**src/include/scs_regs.svh**
```systemverilog
// Purpose: register map, bit positions and timing figures
// Assumes: 10 MHz block clock, 32-bit classic Wishbone
// Notes: word index decoded from adr_i[3:2]
`ifndef SCS_REGS_SVH
`define SCS_REGS_SVH
`define SCS_ADR_CTRL 2'h0
`define SCS_ADR_STAT 2'h1
`define SCS_CTRL_RST 8'h00
`define SCS_C_START 0
`define SCS_C_WARM 1
`define SCS_C_V3 2
`define SCS_C_CSTOP 3
`define SCS_C_CLVL 4
`define SCS_C_DIV 6:5
`define SCS_C_IOEN 7
`define SCS_F_PCHG 0
`define SCS_F_SUPL 1
`define SCS_F_PROT 2
`define SCS_F_MUTE 3
`define SCS_F_EARLY 4
`define SCS_NIN 13
`define SCS_I_CCLK 0
`define SCS_I_CARD_PRESENCE 1
`define SCS_I_LPR 2
`define SCS_I_OC 3
`define SCS_I_OT 4
`define SCS_I_VDDF 5
`define SCS_I_VCCF 6
`define SCS_I_CARD 9:7
`define SCS_I_CARD0 7
`define SCS_I_HOST 12:10
`define SCS_I_HOST0 10
`define SCS_CLK_MHZ 10
`define SCS_T_IV_US 100
`define SCS_T_REC_MS 10
`define SCS_WARM_CC 42000
`define SCS_MUTE_CC 40000
`define SCS_EARLY_CC 400
`endif

```
**src/include/scs_pkg.sv**
```systemverilog
// Purpose: types of the card session sequencer
// Assumes: constants come from scs_regs.svh
// Notes: state encodings are one-hot
`default_nettype none
`include "scs_regs.svh"
package scs_pkg;
   typedef enum logic [10:0] {
      ST_IDLE = 11'h001,
      ST_PD = 11'h002,
      ST_REC = 11'h004,
      ST_A1 = 11'h008,
      ST_A2 = 11'h010,
      ST_A3 = 11'h020,
      ST_SES = 11'h040,
      ST_D1 = 11'h080,
      ST_D2 = 11'h100,
      ST_D3 = 11'h200,
      ST_D4 = 11'h400
   } scs_seq_t;
   typedef enum logic [2:0] {
      LN_NEU = 3'h1,
      LN_H2C = 3'h2,
      LN_C2H = 3'h4
   } scs_lane_t;
   typedef struct packed {
      scs_seq_t st;
      scs_lane_t [2:0] lane;
      logic [`SCS_NIN-1:0] sy1;
      logic [`SCS_NIN-1:0] sy2;
      logic [`SCS_NIN-1:0] sy3;
      logic [`SCS_NIN-1:0] filt;
      logic [`SCS_NIN-1:0] pfilt;
      logic [7:0] ctrl;
      logic start_q;
      logic warm_q;
      logic [4:0] flg;
      logic [19:0] tmr;
      logic [19:0] vcnt;
      logic vhold;
      logic [15:0] ccnt;
      logic atr;
      logic warm;
      logic rst;
      logic clk_on;
      logic io_rx;
      logic vcc_on;
      logic intn;
      logic ack;
      logic [7:0] dat;
      logic [2:0] coe;
      logic [2:0] hoe;
   } scs_state_t;
endpackage : scs_pkg
`default_nettype wire

```
**src/hw/scs_seq.sv**
```systemverilog
// Purpose: smart card session sequencer with Wishbone registers
// Assumes: all pins asynchronous to clk_i, card clock sampled
// Notes: lines are open drain, oe high pulls the line low
//
// Implementation choices: the address map and the Wishbone interface to the registers.
`default_nettype none
`include "scs_regs.svh"
module scs_seq
   import scs_pkg::*;
#(
   parameter int T_IV_US = `SCS_T_IV_US,
   parameter int REC_CYC = `SCS_T_REC_MS * 1000 * `SCS_CLK_MHZ,
   parameter int WARM_CC = `SCS_WARM_CC,
   parameter int MUTE_CC = `SCS_MUTE_CC,
   parameter int EARLY_CC = `SCS_EARLY_CC
) (
   input wire logic clk_i,
   input wire logic rst_i,
   input wire logic wb_cyc_i,
   input wire logic wb_stb_i,
   input wire logic wb_we_i,
   input wire logic [3:0] wb_adr_i,
   input wire logic [3:0] wb_sel_i,
   input wire logic [31:0] wb_dat_i,
   output logic [31:0] wb_dat_o,
   output logic wb_ack_o,
   input wire logic card_clk_i,
   input wire logic card_presence_i,
   input wire logic low_power_request_i,
   input wire logic over_current_i,
   input wire logic over_temp_i,
   input wire logic vdd_fault_i,
   input wire logic vcc_fault_i,
   // bit 0 data line, bit 1 aux line a, bit 2 aux line b
   input wire logic [2:0] card_lines_i,
   output logic [2:0] card_lines_o,
   output logic [2:0] card_lines_oe_o,
   input wire logic [2:0] host_lines_i,
   output logic [2:0] host_lines_o,
   output logic [2:0] host_lines_oe_o,
   output logic card_vcc_en_o,
   output logic card_vsel_3v_o,
   output logic card_rst_o,
   output logic card_clk_en_o,
   output logic card_clk_stop_high_o,
   output logic [1:0] card_clk_div_o,
   output logic low_power_state_o,
   output logic int_n_o
);
   localparam int IV_CYC = T_IV_US * `SCS_CLK_MHZ;
   localparam logic [19:0] IV_M1 = 20'(IV_CYC - 1);
   localparam logic [19:0] REC_M1 = 20'(REC_CYC - 1);
   localparam logic [15:0] WARM_M1 = 16'(WARM_CC - 1);
   localparam logic [15:0] MUTE_M1 = 16'(MUTE_CC - 1);
   localparam logic [15:0] EARLY_V = 16'(EARLY_CC);

   function automatic logic adr_is(input logic [3:0] a, input logic [1:0] idx);
      adr_is = (a[3:2] == idx);
   endfunction : adr_is

   scs_state_t q;
   scs_state_t n;
   logic req;
   logic rd_stat;
   logic wr_ctrl;
   logic [`SCS_NIN-1:0] rise;
   logic [`SCS_NIN-1:0] fall;
   logic [4:0] fset;
   logic [4:0] fclr;
   logic fault;
   logic tend;
   logic lane_en;
   logic [7:0] stat;

   ////////////////////////////////////////////////////////////////
   always_comb begin
      n = q;
      req = wb_cyc_i & wb_stb_i;
      rd_stat = req & ~q.ack & ~wb_we_i & adr_is(wb_adr_i, `SCS_ADR_STAT);
      wr_ctrl = req & q.ack & wb_we_i & wb_sel_i[0] & adr_is(wb_adr_i, `SCS_ADR_CTRL);
      rise = q.filt & ~q.pfilt;
      fall = ~q.filt & q.pfilt;
      fset = 5'h00;
      fclr = 5'h00;
      tend = (q.tmr == IV_M1);
      // input synchronisers, accept once stages 2 and 3 agree
      n.sy1 = {host_lines_i, card_lines_i, vcc_fault_i, vdd_fault_i,
               over_temp_i, over_current_i, low_power_request_i,
               card_presence_i, card_clk_i};
      n.sy2 = q.sy1;
      n.sy3 = q.sy2;
      for (int i = 0; i < `SCS_NIN; i++) begin
         if (q.sy2[i] == q.sy3[i]) begin
            n.filt[i] = q.sy3[i];
         end
      end
      n.pfilt = q.filt;
      stat = {q.vcc_on, q.flg[`SCS_F_EARLY], q.flg[`SCS_F_MUTE],
              q.flg[`SCS_F_PROT], q.flg[`SCS_F_SUPL], q.filt[`SCS_I_CARD0],
              q.flg[`SCS_F_PCHG], q.filt[`SCS_I_CARD_PRESENCE]};
      ////////////////////////////////////////////////////////////////
      // bus slave: ack one cycle after request, drop after one
      n.ack = req & ~q.ack;
      if (req & ~q.ack) begin
         n.dat = adr_is(wb_adr_i, `SCS_ADR_CTRL) ? q.ctrl :
                 adr_is(wb_adr_i, `SCS_ADR_STAT) ? stat : 8'h00;
      end
      if (rd_stat) begin
         fclr = 5'h1F;
      end
      ////////////////////////////////////////////////////////////////
      // supply supervisor hold
      if (q.filt[`SCS_I_VDDF]) begin
         n.vhold = 1'b1;
         n.vcnt = 20'h00000;
      end else if (q.vhold) begin
         n.vcnt = q.vcnt + 20'h00001;
         if (q.vcnt == IV_M1) begin
            n.vhold = 1'b0;
         end
      end
      if (rise[`SCS_I_CARD_PRESENCE] | fall[`SCS_I_CARD_PRESENCE]) begin
         fset[`SCS_F_PCHG] = 1'b1;
      end
      if (rise[`SCS_I_VDDF] | (q.vcc_on & rise[`SCS_I_VCCF])) begin
         fset[`SCS_F_SUPL] = 1'b1;
      end
      if (q.vcc_on & (q.filt[`SCS_I_OC] | q.filt[`SCS_I_OT])) begin
         fset[`SCS_F_PROT] = 1'b1;
      end
      fault = q.filt[`SCS_I_VDDF] | (q.vcc_on & (q.filt[`SCS_I_OC] | q.filt[`SCS_I_OT]
              | q.filt[`SCS_I_VCCF] | ~q.filt[`SCS_I_CARD_PRESENCE]));
      ////////////////////////////////////////////////////////////////
      // control register, warm bit cleared by hardware
      n.start_q = q.ctrl[`SCS_C_START];
      n.warm_q = q.ctrl[`SCS_C_WARM];
      n.tmr = q.tmr + 20'h00001;
      case (q.st)
         ST_IDLE: begin
            n.tmr = 20'h00000;
            if (q.filt[`SCS_I_LPR]) begin
               n.st = ST_PD;
            end else if (q.ctrl[`SCS_C_START] & ~q.start_q & ~q.vhold) begin
               n.st = ST_A1;
               n.vcc_on = 1'b1;
               fclr[`SCS_F_MUTE] = 1'b1;
               fclr[`SCS_F_EARLY] = 1'b1;
            end
         end
         ST_PD: begin
            n.tmr = 20'h00000;
            if (~q.filt[`SCS_I_LPR]) begin
               n.st = ST_REC;
            end
         end
         ST_REC: begin
            if (q.filt[`SCS_I_LPR]) begin
               n.st = ST_PD;
            end else if (q.tmr == REC_M1) begin
               n.st = ST_IDLE;
            end
         end
         ST_A1: begin
            if (tend) begin
               n.tmr = 20'h00000;
               if (q.filt[`SCS_I_VCCF]) begin
                  n.st = ST_D1;
                  fset[`SCS_F_SUPL] = 1'b1;
               end else begin
                  n.st = ST_A2;
                  n.io_rx = 1'b1;
               end
            end
         end
         ST_A2: begin
            if (tend) begin
               n.tmr = 20'h00000;
               n.st = ST_A3;
               n.clk_on = 1'b1;
            end
         end
         ST_A3: begin
            if (tend) begin
               n.st = ST_SES;
               n.rst = 1'b1;
               n.atr = 1'b1;
               n.ccnt = 16'h0000;
            end
         end
         ST_SES: begin
            if (q.ctrl[`SCS_C_WARM] & ~q.warm_q) begin
               n.warm = 1'b1;
               n.rst = 1'b0;
               n.atr = 1'b0;
               n.ccnt = 16'h0000;
            end else if (q.warm) begin
               if (rise[`SCS_I_CCLK]) begin
                  n.ccnt = q.ccnt + 16'h0001;
                  if (q.ccnt == WARM_M1) begin
                     n.warm = 1'b0;
                     n.rst = 1'b1;
                     n.atr = 1'b1;
                     n.ccnt = 16'h0000;
                  end
               end
            end else if (q.atr) begin
               if (fall[`SCS_I_CARD0]) begin
                  n.atr = 1'b0;
                  n.ctrl[`SCS_C_WARM] = 1'b0;
                  if (q.ccnt < EARLY_V) begin
                     fset[`SCS_F_EARLY] = 1'b1;
                  end
               end else if (rise[`SCS_I_CCLK]) begin
                  n.ccnt = q.ccnt + 16'h0001;
                  if (q.ccnt == MUTE_M1) begin
                     n.atr = 1'b0;
                     n.ctrl[`SCS_C_WARM] = 1'b0;
                     fset[`SCS_F_MUTE] = 1'b1;
                  end
               end
            end
         end
         ST_D1: begin
            if (tend) begin
               n.tmr = 20'h00000;
               n.st = ST_D2;
               n.rst = 1'b0;
            end
         end
         ST_D2: begin
            if (tend) begin
               n.tmr = 20'h00000;
               n.st = ST_D3;
               n.clk_on = 1'b0;
            end
         end
         ST_D3: begin
            if (tend) begin
               n.tmr = 20'h00000;
               n.st = ST_D4;
               n.io_rx = 1'b0;
            end
         end
         ST_D4: begin
            if (tend) begin
               n.st = ST_IDLE;
               n.vcc_on = 1'b0;
            end
         end
         default: begin
            n.st = ST_IDLE;
         end
      endcase
      if ((q.st == ST_A1 || q.st == ST_A2 || q.st == ST_A3 || q.st == ST_SES) &&
          (fault | ~q.ctrl[`SCS_C_START])) begin
         n.st = ST_D1;
         n.tmr = 20'h00000;
         n.atr = 1'b0;
         n.warm = 1'b0;
      end
      if (wr_ctrl) begin
         n.ctrl = wb_dat_i[7:0];
      end
      n.flg = (q.flg & ~fclr) | fset;
      ////////////////////////////////////////////////////////////////
      // data steering, first falling side becomes input
      lane_en = q.ctrl[`SCS_C_IOEN] & q.io_rx;
      for (int i = 0; i < 3; i++) begin
         case (q.lane[i])
            LN_NEU: begin
               if (lane_en & fall[`SCS_I_HOST0 + i]) begin
                  n.lane[i] = LN_H2C;
               end else if (lane_en & fall[`SCS_I_CARD0 + i]) begin
                  n.lane[i] = LN_C2H;
               end
            end
            LN_H2C: begin
               if (~lane_en | rise[`SCS_I_HOST0 + i]) begin
                  n.lane[i] = LN_NEU;
               end
            end
            LN_C2H: begin
               if (~lane_en | rise[`SCS_I_CARD0 + i]) begin
                  n.lane[i] = LN_NEU;
               end
            end
            default: begin
               n.lane[i] = LN_NEU;
            end
         endcase
         n.coe[i] = ~q.io_rx | ((q.lane[i] == LN_H2C) & ~q.filt[`SCS_I_HOST0 + i]);
         n.hoe[i] = (q.lane[i] == LN_C2H) & ~q.filt[`SCS_I_CARD0 + i];
      end
      ////////////////////////////////////////////////////////////////
      // interrupt pin
      if (q.st == ST_PD) begin
         n.intn = q.filt[`SCS_I_CARD_PRESENCE];
      end else if (q.st == ST_REC) begin
         n.intn = 1'b0;
      end else begin
         n.intn = ~(q.vhold | q.filt[`SCS_I_VDDF] | (|q.flg));
      end
   end

   always_ff @(posedge clk_i) begin
      if (rst_i) begin
         q <= '0;
         q.st <= ST_IDLE;
         q.lane <= '{LN_NEU, LN_NEU, LN_NEU};
         q.ctrl <= `SCS_CTRL_RST;
         q.vhold <= 1'b1;
         q.coe <= 3'h7;
      end else begin
         q <= n;
      end
   end

   assign wb_ack_o = q.ack;
   assign wb_dat_o = {24'h000000, q.dat};
   assign card_lines_o = 3'h0;
   assign card_lines_oe_o = q.coe;
   assign host_lines_o = 3'h0;
   assign host_lines_oe_o = q.hoe;
   assign card_vcc_en_o = q.vcc_on;
   assign card_vsel_3v_o = q.ctrl[`SCS_C_V3];
   assign card_rst_o = q.rst;
   assign card_clk_en_o = q.clk_on & ~q.ctrl[`SCS_C_CSTOP];
   assign card_clk_stop_high_o = q.ctrl[`SCS_C_CLVL];
   assign card_clk_div_o = q.ctrl[`SCS_C_DIV];
   assign low_power_state_o = (q.st == ST_PD);
   assign int_n_o = q.intn;
endmodule : scs_seq
`default_nettype wire

```
**config.mk**
```make
export PLATFORM = sky130hd
export DESIGN_NAME = scs_seq
export DESIGN_NICKNAME = d
export VERILOG_FILES = /design/src/include/scs_pkg.sv /design/src/hw/scs_seq.sv
export VERILOG_INCLUDE_DIRS = /design/src /design/src/include
export SDC_FILE = /design/constraint.sdc
export NUM_CORES = 1
export LEC_CHECK = 0
export ABC_AREA = 0
export BUFFER_PORTS_ARGS = -buffer_cell sky130_fd_sc_hd__buf_2
export CAP_MARGIN = 20
export CORE_ASPECT_RATIO = 1.75
export CORE_MARGIN = 4
export CORE_UTILIZATION = 45
export DETAILED_ROUTE_END_ITERATION = 8
export PLACE_DENSITY = 0.65
export SLEW_MARGIN = 0
export SYNTH_ARGS = -nofsm -noshare
export SYNTH_HDL_FRONTEND = slang
export SYNTH_SLANG_ARGS = --single-unit
```
**constraint.sdc**
```tcl
create_clock -name clk_i -period 3.1 [get_ports clk_i]
set_input_delay 0.62 -clock clk_i [delete_from_list [all_inputs] [get_ports clk_i]]
set_output_delay 0.62 -clock clk_i [all_outputs]
set_load 0.03 [all_outputs]
```
==> impl_summary.txt <==
----------------------------------------------------
[Drt]
  Aggregate routed wire length ... approximately 17 mm
  Met2 routed WL ... approximately 8.7 mm
  Via-to-Cell Ratio ... between 5 and 6
  Met1 routed wirelength after detailed routing ... 7.39 mm
  Iter 0 DRT Violations ... roughly 350
  Remaining design rule violation count ... 0
  Number of nets with antenna violations after detailed routing ... 0
  Wirelength per Cell ... approximately 15 um
  Uppermost layer routed ... met4
  Total via count after detailed routing ... around 6200
  Met3 Routed Length ... approximately 620 um
  Drt first pass iters ... 6

[CTS]
  CTS clock-pin slew for the worst setup and hold paths ... 0.07 ns
  Clock tree from TritonCTS ... built
  Num Clock Sinks ... between 150 and 200
  Total setup buffers inserted after CTS ... 0
  Clock buffer count from CTS ... 17
  Later-pin clock latency in the skew report ... 0.43 ns
  Root Buffer ... sky130_fd_sc_hd__clkbuf_16
  Depth of the CTS H-tree ... 4
  Number of buffers on the longest clock path ... 2

[Synthesis]
  Flops & latches, synth ... about 180
  Synthesized instance count ... about 900
  Average cell area after synthesis ... 8.78 um^2
  Number of flops mapped to enable cells by yosys ... 0
  Count of synthesis-stage warnings from yosys ... 0
  Yosys cell types ... 65
  Async set-or-reset flop fraction in the synthesized netlist ... 0%
  Sequential share of the synthesized area ... 44.9%
  Primary FF master, synth ... sky130_fd_sc_hd__dfxtp_1
  Synth Cell Area ... approximately 0.0079 mm^2

[Pwr]
  Pwr Total ... about 5 mW
  Peak supply drop ... roughly 0.31 mV
  Cell Pwr Density ... 574 mW/mm^2
  Leakage ... about 3.2 nW

[Worst setup path]
  Critical path class ... reg2out
  Top fanout value on the critical path ... 7
  Setup crit end kind ... primary output
  Worst EP arrival ... roughly 2.2 ns
  Worst endpoint required time ... about 2.5 ns
  Kind of start point of the critical path ... register

[GRT]
  Number of antenna violations at the first check in global routing ... 0
  Leftover overflow at the end of global routing ... 0
  First-pass GRT wire length ... 28.1 mm
  Overall Global Routing Usage ... around 18%
  Pin count of the biggest net entering global routing ... slightly below 70
  Number of global-route vias before repair ... a little under 6000

[STA]
  Post-layout minimum cycle time ... between 2 and 3 ns
  Worst-case headroom to the max-slew limit ... around 56%
  Count of pins over their slew limit ... 0
  Unrepaired setup endpoints after global routing ... no
  Setup-violating endpoint count in the final report ... 0
  Actual transition at the worst max-transition pin ... between 0.6 and 0.7 ns
  Max frequency ... 351 MHz
  Final worst clock skew ... 0.0140 ns
  Hold Vio Cnt, Final ... 0
  Worst hold slack across all endpoints ... roughly 0.40 ns
  Ratio of final minimum period to clock period ... 91.9%
  TNS Setup ... 0 ns
  Post-layout worst setup margin ... about 0.25 ns

[Finish]
  Leading cell type in the layout, fill and taps excluded ... sky130_fd_sc_hd__dfxtp_1
  Number of fill cells in the layout ... roughly 1700
  # nets final ... 986
  Share of final-layout standard cells stronger than drive strength 1 ... roughly 14%
  Core occupancy in the finished layout ... between 50% and 60%
  Layout-stage area growth over the synthesis result ... 11.0%
  Diodes inserted ... 0
  Most frequent cells in the layout ... 176 x sky130_fd_sc_hd__dfxtp_1, 99 x sky130_fd_sc_hd__nor2_1, 62 x sky130_fd_sc_hd__nor2b_1

[Floorplan]
  Initial core utilization ... between 40% and 50%
  Ports ... between 100 and 150
  Die Y-Extent ... approximately 180 um
  Number of placement rows ... between 60 and 70
  Die X-Extent ... 108 um
  Total die area ... between 0.015 and 0.02 mm^2
  Placeable core region ... about 0.017 mm^2

[Placed design]
  Final weighted congestion in routability-driven placement ... around 0.93
  DP HPWL ... between 10 and 15 mm
  Minimum setup slack after placement ... around 0.47 ns
  Input/output buffers ... 52

[Hold path]
  Min-Delay Path Class ... in2reg

[Status]
  Status ... completed

[Flow run]
  Number of violations of the max-capacitance limit ... 0

----------------------------------------------------
-- sequential cells by signal (all words and copies together), names as in the netlist --
register / cells
card_vcc_en_o: 1
card_rst_o: 1
n: 41
q: 113
card_lines_oe_o: 3
card_clk_stop_high_o: 1
card_vsel_3v_o: 1
wb_dat_o: 8
host_lines_oe_o: 3
int_n_o: 1
wb_ack_o: 1
card_clk_div_o: 2
-- path summary, 6_finish.rpt --
check / start / endpoint / slack [ns] / depth (start not counted)
worst max register to register: q[170]$_SDFFE_PP0P_ / q[168]$_SDFFE_PP1P_ / 0.43 / 6
worst min register to register: n[135]$_SDFF_PP0_ / n[122]$_SDFF_PP0_ / 0.44 / 1
worst max-delay path: q[178]$_SDFFE_PP0P_ / low_power_state_o / 0.25 / 4
worst min-delay path: over_temp_i / n[137]$_SDFF_PP0_ / 0.40 / 2
-- per-layer routing --
layer | global-route usage [%] | up-vias
met5 | 0 | -
met4 | 8.39 | 0
met3 | 3.59 | 27
met2 | 30.5 | 118
met1 | 20.5 | 2875
li1 | - | 3147
-- final cells by class --
type	count	area (um^2)	area share (%)
Multi-Input combinational cell	650	3900	44.7
Inverter	12	45.0	0.517
Clock buffer	18	439	5.04
Tap cell	227	284	3.26
Sequential cell	176	3520	40.4
Timing Repair Buffer	68	395	4.54
Clock inverter	14	134	1.54
-- metrics by stage --
step           cells  area [um^2]
2_1_floorplan    924         7960
3_3_place_gp    1133         8140
3_5_place_dp    1133         8140
4_1_cts         1165         8710
5_1_grt         1165         8720
6_report        1165         8720
-- cells in the mapped netlist (8+ instances only) --
library cell	number	area, um^2
sky130_fd_sc_hd__or4_1	9	67.6
sky130_fd_sc_hd__dfxtp_1	176	3520
sky130_fd_sc_hd__o21ai_0	41	205
sky130_fd_sc_hd__nor2b_1	62	388
sky130_fd_sc_hd__nand4_1	20	125
sky130_fd_sc_hd__and3_1	9	56.3
sky130_fd_sc_hd__nor3b_1	8	60.1
sky130_fd_sc_hd__mux2i_1	17	170
sky130_fd_sc_hd__or2_2	9	56.3
sky130_fd_sc_hd__nor2_1	99	372
sky130_fd_sc_hd__clkbuf_1	28	105
sky130_fd_sc_hd__inv_1	12	45.0
sky130_fd_sc_hd__nand2_1	49	184
sky130_fd_sc_hd__nand3_1	27	135
sky130_fd_sc_hd__nor3_1	28	140
sky130_fd_sc_hd__buf_4	46	345
sky130_fd_sc_hd__nand2b_1	15	93.8
sky130_fd_sc_hd__xor2_1	26	228
sky130_fd_sc_hd__xnor2_1	16	140
sky130_fd_sc_hd__a21oi_1	60	300
sky130_fd_sc_hd__or3_1	9	56.3
sky130_fd_sc_hd__nand3b_1	10	75.1
sky130_fd_sc_hd__nor4_1	17	106
-- repair_timing --
item                                    4_1_cts  5_1_grt
endpoints found under the setup margin        0        1
resized for setup                             0        1
hold buffers                                  0        0
-- worst max-delay path: stages, from the launching register on --
cell and delay [ns]:
sky130_fd_sc_hd__dfxtp_1 0.35, sky130_fd_sc_hd__or3_1 0.47, sky130_fd_sc_hd__or2_2 0.36, sky130_fd_sc_hd__nor4b_2 0.35
sky130_fd_sc_hd__buf_2 0.27
-- logic make-up after synthesis --
| kind of cell | after synthesis | synth area share, % |
|---|---|---|
| DFF | 176 | 44.9 |
| and+or+nand+nor | 401 | 27.9 |
| AOI/OAI and AO/OA | 157 | 12.7 |
| other | 1 | 0.0477 |
| muxes | 17 | 2.17 |
| adders and majority gates | 3 | 0.478 |
| xor gates and xnor gates | 42 | 4.68 |
| buffers and inverters | 98 | 7.17 |
-- where the power goes --
| group | internal (mW) | leakage (nW) | switching [mW] | total (mW) |
|---|---|---|---|---|
| clock | 1.09 | 0.279 | 0.988 | 2.08 |
| combinational | 0.180 | 1.48 | 0.369 | 0.549 |
| sequential | 2.31 | 1.43 | 0.0639 | 2.38 |
| total | 3.58 | 3.18 | 1.42 | 5.00 |
No activity file was read; power rests on OpenSTA's default activity.
